==> src/design/mcc_pkg.sv <==
// How it works
// - Reset loads oscillator control with 80H
// - Stop bit clear runs crystal or accepts clock
// - Stop bit set halts crystal, ignores clock
// - Select zero: peripheral and timer equal main
// - Select one: ten times, peripheral halved
package mcc_pkg;
	localparam logic [15:0] ADDR_MAIN_CLOCK_MODE = 16'hffa1;
	localparam logic [15:0] ADDR_MAIN_OSC_CONTROL = 16'hffa2;
	localparam logic [15:0] ADDR_OSC_STABLE_STATUS = 16'hffa3;
	localparam logic [15:0] ADDR_OSC_STABLE_SELECT = 16'hffa4;
	localparam logic [7:0] RST_MAIN_CLOCK_MODE = 8'h00;
	localparam logic [7:0] RST_MAIN_OSC_CONTROL = 8'h80;
	localparam logic [7:0] RST_OSC_STABLE_SELECT = 8'h05;
	localparam int BIT_HS_STOP = 7;
	localparam int BIT_XSEL = 2;
	localparam int BIT_CPU_STATUS = 1;
	localparam int BIT_MAIN_SEL = 0;
	localparam logic [7:0] MASK_MAIN_CLOCK_MODE_W = 8'h05;
	localparam logic [7:0] MASK_OSC_STABLE_SELECT = 8'h07;
	localparam int PLL_MULT = 10;
	localparam int PERIPH_DIV = 2;
	// Stable-status bits fill from bit 4 down as the counter passes each step
	localparam int STABLE_BITS = 5;

	typedef struct packed {
		logic wr;
		logic rd;
		logic bit_op;
		logic [2:0] bit_pos;
		logic bit_val;
		logic [15:0] addr;
		logic [7:0] wdata;
	} mcc_bus_type;
endpackage : mcc_pkg

==> src/design/mcc_clock_gate.sv <==
`timescale 1ns/1ns
// Runs or stops the high-speed source; crystal mode gates the oscillator enable,
// external mode gates the synchronised external clock level.
module mcc_clock_gate (
	input wire logic clk,
	input wire logic rst_n,
	input wire logic hs_stop,
	input wire logic ext_mode,
	input wire logic ext_sync,
	output logic xtal_enable_r,
	output logic hs_clock_r
);
	// Enable follows the stop bit in crystal mode only
	always_ff @(posedge clk or negedge rst_n) begin
		if (!rst_n) begin
			xtal_enable_r <= 1'b0;
		end else begin
			xtal_enable_r <= !hs_stop && !ext_mode;
		end
	end

	// External clock is passed only while enabled; stopped it reads low
	always_ff @(posedge clk or negedge rst_n) begin
		if (!rst_n) begin
			hs_clock_r <= 1'b0;
		end else begin
			hs_clock_r <= ext_mode && !hs_stop && ext_sync;
		end
	end
endmodule : mcc_clock_gate

==> src/design/mcc_main_clock_control.sv <==
`timescale 1ns/1ns
// Clock-source control registers and clock-select decode
module mcc_main_clock_control #(
	parameter int STABLE_STEP = 16
) (
	input wire logic clk,
	input wire logic rst_n,
	input wire mcc_pkg::mcc_bus_type bus,
	input wire logic ext_mode,
	input wire logic osc_pin_mode_select,
	input wire logic pll_select,
	input wire logic pulse_timer_clock_sel,
	input wire logic external_clock_input_pin,
	input wire logic crystal_input_pin,
	output logic [7:0] rdata_r,
	output logic hs_clock_stop_r,
	output logic main_clock_select_r,
	output logic xtal_enable_r,
	output logic hs_clock_r,
	output logic [4:0] periph_mult_r,
	output logic [4:0] periph_div_r,
	output logic [4:0] pulse_timer_clock_freq_r,
	output logic [4:0] pulse_timer_div_r
);
	initial begin
		if (STABLE_STEP < 1 || STABLE_STEP > 65535) $error("STABLE_STEP out of range");
	end

	logic [7:0] mode_r;
	logic [7:0] stable_sel_r;
	logic [mcc_pkg::STABLE_BITS-1:0] stable_r;
	logic [15:0] stable_cnt_r;
	logic ext_meta_r;
	logic ext_sync_r;
	logic xtal_meta_r;
	logic xtal_sync_r;
	logic wr_moc;
	logic wr_mcm;
	logic wr_oscillation_stable_time_select;
	logic [7:0] moc_nxt;
	logic [7:0] mcm_nxt;
	logic [7:0] moc_view;
	logic [7:0] mcm_view;

	assign wr_moc = bus.wr && bus.addr == mcc_pkg::ADDR_MAIN_OSC_CONTROL;
	assign wr_mcm = bus.wr && bus.addr == mcc_pkg::ADDR_MAIN_CLOCK_MODE;
	// Stable-time select takes byte writes only
	assign wr_oscillation_stable_time_select = bus.wr && !bus.bit_op && bus.addr == mcc_pkg::ADDR_OSC_STABLE_SELECT;

	// Register views; only the stop bit exists in the oscillator control byte
	always_comb begin
		moc_view = 8'h00;
		moc_view[mcc_pkg::BIT_HS_STOP] = hs_clock_stop_r;
		mcm_view = mode_r;
		mcm_view[mcc_pkg::BIT_CPU_STATUS] = main_clock_select_r;
	end

	// Bit writes modify one bit of the current view, byte writes replace it
	always_comb begin
		moc_nxt = moc_view;
		mcm_nxt = mode_r;
		if (bus.bit_op) begin
			moc_nxt[bus.bit_pos] = bus.bit_val;
			mcm_nxt[bus.bit_pos] = bus.bit_val;
		end else begin
			moc_nxt = bus.wdata;
			mcm_nxt = bus.wdata;
		end
	end

	// Stop bit; software must only set it while off the high-speed clock
	always_ff @(posedge clk or negedge rst_n) begin
		if (!rst_n) begin
			hs_clock_stop_r <= mcc_pkg::RST_MAIN_OSC_CONTROL[mcc_pkg::BIT_HS_STOP];
		end else if (wr_moc) begin
			hs_clock_stop_r <= moc_nxt[mcc_pkg::BIT_HS_STOP];
		end
	end

	// Clock mode register; status bit is not writable
	always_ff @(posedge clk or negedge rst_n) begin
		if (!rst_n) begin
			mode_r <= mcc_pkg::RST_MAIN_CLOCK_MODE;
		end else if (wr_mcm) begin
			mode_r <= mcm_nxt & mcc_pkg::MASK_MAIN_CLOCK_MODE_W;
		end
	end

	// Processor clock status follows the select (both select bits set) while the stop bit is clear, without waiting for stabilisation
	always_ff @(posedge clk or negedge rst_n) begin
		if (!rst_n) begin
			main_clock_select_r <= 1'b0;
		end else begin
			main_clock_select_r <= mode_r[mcc_pkg::BIT_MAIN_SEL] && mode_r[mcc_pkg::BIT_XSEL]
				&& !hs_clock_stop_r;
		end
	end

	always_ff @(posedge clk or negedge rst_n) begin
		if (!rst_n) begin
			stable_sel_r <= mcc_pkg::RST_OSC_STABLE_SELECT;
		end else if (wr_oscillation_stable_time_select) begin
			stable_sel_r <= bus.wdata & mcc_pkg::MASK_OSC_STABLE_SELECT;
		end
	end

	// Pin synchronisers; first stage feeds only the second
	always_ff @(posedge clk or negedge rst_n) begin
		if (!rst_n) begin
			ext_meta_r <= 1'b0;
			ext_sync_r <= 1'b0;
			xtal_meta_r <= 1'b0;
			xtal_sync_r <= 1'b0;
		end else begin
			ext_meta_r <= external_clock_input_pin;
			ext_sync_r <= ext_meta_r;
			xtal_meta_r <= crystal_input_pin;
			xtal_sync_r <= xtal_meta_r;
		end
	end

	// Stabilisation count runs while the crystal runs, restarts when stopped
	always_ff @(posedge clk or negedge rst_n) begin
		if (!rst_n) begin
			stable_cnt_r <= 16'h0000;
			stable_r <= '0;
		end else if (hs_clock_stop_r || ext_mode || !osc_pin_mode_select) begin
			stable_cnt_r <= 16'h0000; // Pins as ports cannot oscillate
			stable_r <= '0;
		end else if (stable_cnt_r == 16'(STABLE_STEP - 1)) begin
			stable_cnt_r <= 16'h0000;
			stable_r <= {1'b1, stable_r[mcc_pkg::STABLE_BITS-1:1]};
		end else begin
			stable_cnt_r <= stable_cnt_r + 16'h0001;
		end
	end

	// Source clock ratio decode
	always_ff @(posedge clk or negedge rst_n) begin
		if (!rst_n) begin
			periph_mult_r <= 5'h01;
			periph_div_r <= 5'h01;
			pulse_timer_clock_freq_r <= 5'h01;
			pulse_timer_div_r <= 5'h01;
		end else if (!pll_select) begin
			periph_mult_r <= 5'h01;
			periph_div_r <= 5'h01;
			pulse_timer_clock_freq_r <= 5'h01;
			pulse_timer_div_r <= 5'h01;
		end else begin
			periph_mult_r <= 5'(mcc_pkg::PLL_MULT);
			periph_div_r <= 5'(mcc_pkg::PERIPH_DIV);
			pulse_timer_clock_freq_r <= 5'(mcc_pkg::PLL_MULT);
			// Select one halves the timer clock as well
			pulse_timer_div_r <= pulse_timer_clock_sel ? 5'(mcc_pkg::PERIPH_DIV) : 5'h01;
		end
	end

	// Read data registered; unmapped addresses read zero
	always_ff @(posedge clk or negedge rst_n) begin
		if (!rst_n) begin
			rdata_r <= 8'h00;
		end else if (bus.rd) begin
			case (bus.addr)
				mcc_pkg::ADDR_MAIN_CLOCK_MODE: rdata_r <= mcm_view;
				mcc_pkg::ADDR_MAIN_OSC_CONTROL: rdata_r <= moc_view;
				mcc_pkg::ADDR_OSC_STABLE_STATUS: rdata_r <= {3'b000, stable_r};
				mcc_pkg::ADDR_OSC_STABLE_SELECT: rdata_r <= stable_sel_r;
				default: rdata_r <= 8'h00;
			endcase
		end
	end

	mcc_clock_gate u_gate (
		.clk(clk),
		.rst_n(rst_n),
		.hs_stop(hs_clock_stop_r),
		.ext_mode(ext_mode),
		.ext_sync(ext_sync_r),
		.xtal_enable_r(xtal_enable_r),
		.hs_clock_r(hs_clock_r)
	);
endmodule : mcc_main_clock_control

==> config.mk <==
export PLATFORM = sky130hd
export DESIGN_NAME = mcc_main_clock_control
export DESIGN_NICKNAME = d
export VERILOG_FILES = /design/src/design/mcc_pkg.sv /design/src/design/mcc_clock_gate.sv /design/src/design/mcc_main_clock_control.sv
export SDC_FILE = /design/constraint.sdc
export NUM_CORES = 1
export LEC_CHECK = 0
export ABC_AREA = 1
export BUFFER_PORTS_ARGS = -buffer_cell sky130_fd_sc_hd__buf_4
export CAP_MARGIN = 25
export CORE_MARGIN = 1.5
export CORE_UTILIZATION = 46
export CTS_CLUSTER_DIAMETER = 50
export DETAILED_ROUTE_END_ITERATION = 10
export PLACE_DENSITY_LB_ADDON = 0.15
export SYNTH_ARGS = -nofsm -noshare
export SYNTH_HDL_FRONTEND = slang
export SYNTH_HIERARCHICAL = 1
export SYNTH_SLANG_ARGS = --single-unit
==> constraint.sdc <==
create_clock -name clk -period 1.4 [get_ports clk]
set_input_delay 0.21 -clock clk [delete_from_list [all_inputs] [get_ports clk]]
set_output_delay 0.21 -clock clk [all_outputs]
set_load 0.02 [all_outputs]
==> results.ini <==
[route]
wl_per_cell_um = 10.8
drt-total-wl_um = 4510
dr.pass1.iters = 4
drt_first_iter_violations = 64
vias = 1928
wl_met3_um = 148
drc = 0
vias_per_cell = 4.63
route.met2.wl_um = 2240
top_layer_used = met4
ant_nets = 0
m1WireLength_um = 2070

[floorplanning]
fp.coreArea_mm2 = 0.00475
row_count = 25
dieHeight_um = 73.5
die_x_um = 73.5
ioPinCount = 71
die_area_mm2 = 0.00541
start_util_pct = 48.1

[timing]
finalSetupViolations = 0
worst_slack_ns = 0.00875
max_freq_mhz = 719
grt_setup_unrepaired = yes
fin_crit_sh_pct = 99.4
finalMaxSlewViolations = 0
relSlewSlack_pct = 65.6
tightestPinTransition_ns = 0.516
period_minus_slack_ns = 1.39
hold_violations = 0
skew_ns = 0.00869

[final_layout]
fin_util_pct = 61.4
nets = 388
drive_gt1_share_pct = 31.5
num_antenna_cells = 0
syn2layout_area_growth_pct = 27.6
register_area_mm2 = 0.00106
n_fill_cell = 452
multiInputGateArea_mm2 = 0.00105

[yosys]
yosysUniqueCellTypes = 30
ys.flop_type = dfrtp_1
synth_seq_cells = 42
yosys-top-cells-count = nand2_1, dfrtp_1, nor2_1
syn_area_per_cell_um2 = 8.12
synth_area_mm2 = 0.00229
yosysWarnings = 6
synthArstFlopShare_pct = 100
synth-seq-area-share_pct = 46.2
synthCells = 282
yosysMostFrequentCell = nand2_1
synth-edff-count = 0
synth_top_cell_by_area = dfrtp_1
ys_top_cells_by_area = dfrtp_1, nand2_1, buf_4
netlist.area_leader.share_pct = 40.5

[power]
swShare_pct = 25.1
power.leakage_nw = 1.48
vdd_drop_max_v = 0.000534
p_switching_w = 0.000567
power_frac_comb_pct = 11.5
p_int_w = 0.00169
p_per_area_mw_per_mm2 = 773
power_frac_seq_pct = 54.8
power_frac_clock_pct = 33.8

[cts]
cts_root_buf = clkbuf_8
clock-sinks = 42
cts_buffers = 5
clk_pin_slew_ns = 0.08
clock_path_buffers = 2
cts_tree = done
h-tree-depth = 2
clk_latency_ns = 0.29

[setup_path]
arrival_ns = 1.57
worstSetupEndpointType = flip-flop
crit_type = flip-flop to flip-flop
r2r_setup_slack_ns = 0.009
required_ns = 1.58
start_kind = flip-flop
path_max_fanout = 2

[global_route]
grt_usage_pct = 17.5
antenna_found_initial = 0
grt_pass1_wl_um = 7320
first_global_vias = 1725
gr-total-overflow = 0
grt_max_degree = 43

[placed_design]
place_congestion = 0.820
hpwl_um = 3410
numPortBuffers = 53
dp_slack_ns = -0.0264

[min_path]
min_path_type = input pin to flip-flop

[job]
max_cap_viol_count = 0

[status]
status = finished, final reports clean

stage by stage:
step / setup TNS, ns / cell area, µm² / hold WS [ns] / std cells / power [W]
after floorplan: 0 / 2330 / -0.0856 / 293 / 0.00140
after global placement: 0 / 2730 / 0.223 / 401 / 0.00151
after detailed placement: -0.0950 / 2730 / 0.224 / 401 / 0.00151
after CTS: -0.0309 / 2860 / 0.0107 / 413 / 0.00229
after global routing: -0.525 / 2920 / 0.00612 / 416 / 0.00237
final: 0 / 2920 / 0.0238 / 416 / 0.00226
kinds of logic after synthesis:
logic type                 count (synthesis)  synth area share [%]
other                                      1                 0.164
AOI/OAI and AO/OA                         11                  2.73
and+or+nand+nor                          162                  34.3
xor gates and xnor gates                  11                  4.21
buffers and inverters                     54                  11.9
DFF                                       42                  46.2
adders and majority gates                  1                 0.547
worst max-delay path, cell delays in order, from the launching register on:
cell,delay [ns]
dfrtp_1,0.39
ha_2,0.20
nand2_2,0.10
nor2_4,0.04
buf_4,0.12
buf_4,0.13
nand3_1,0.10
xor2_1,0.15
nor2_1,0.05
registers in the layout, summed over array words and instances, names as in the netlist, 2 cells and up:
| register | cells |
|---|---|
| stable_cnt_r | 16 |
| rdata_r | 6 |
| stable_r | 5 |
| stable_sel_r | 3 |
| mode_r | 2 |
| pulse_timer_div_r | 2 |
final cells by class:
cell class	instances	share of cell area (%)
Multi-Input combinational cell	197	35.9
Clock inverter	2	0.471
Inverter	33	4.24
Sequential cell	42	36.2
Clock buffer	6	2.49
Tap cell	67	2.87
Timing Repair Buffer	69	17.8
cells in the final DEF, fill, tap and decap left out, types with 3 or more instances in the layout:
cell type	n
buf_4	68
clkbuf_8	5
conb_1	12
dfrtp_1	37
dfstp_2	5
inv_1	29
inv_2	3
nand2_1	66
nand2_2	3
nand3_1	24
nand3_2	5
nand4_1	9
nor2_1	30
nor2_2	5
nor2_4	3
nor3_1	4
nor3_2	5
o21ai_1	3
o22ai_1	3
xor2_1	11
power groups by stage:
stage	combinational [W]	sequential [W]	clock, W
6_report	0.000259	0.00124	0.000762
5_1_grt	0.000288	0.00124	0.000844
4_1_cts	0.000258	0.00124	0.000794
3_5_place_dp	0.000253	0.00126	0
3_3_place_gp	0.000250	0.00126	0
2_1_floorplan	0.000133	0.00127	0
worst paths after layout:
check / startpoint / end / cells past startpoint
hold reg to reg: ext_meta_r / ext_sync_r / 0
hold / removal: external_clock_input_pin / ext_meta_r / 1
setup / recovery: stable_cnt_r[0] / stable_cnt_r[12] / 8
min in group asynchronous: rst_n / main_clock_select_r / 2
max in group asynchronous: rst_n / pulse_timer_div_r[0] / 2
setup reg to reg: stable_cnt_r[0] / stable_cnt_r[12] / 8
layer usage:
metal / vias to the layer above / GRT usage, %
met4: 0 / 5.56
met5: - / 0
met3: 6 / 3.70
li1: 1004 / -
met1: 874 / 22.3
met2: 44 / 29.7
what timing repair did:
item	CTS	global route
hold buffers	1	0
gates cloned	0	0
pin swaps	3	6
resized for setup	2	8
endpoints found under the setup margin	7	10
buffers inserted	3	3
hold endpoints to repair	37	0
Power figures use the tool's default switching activity.
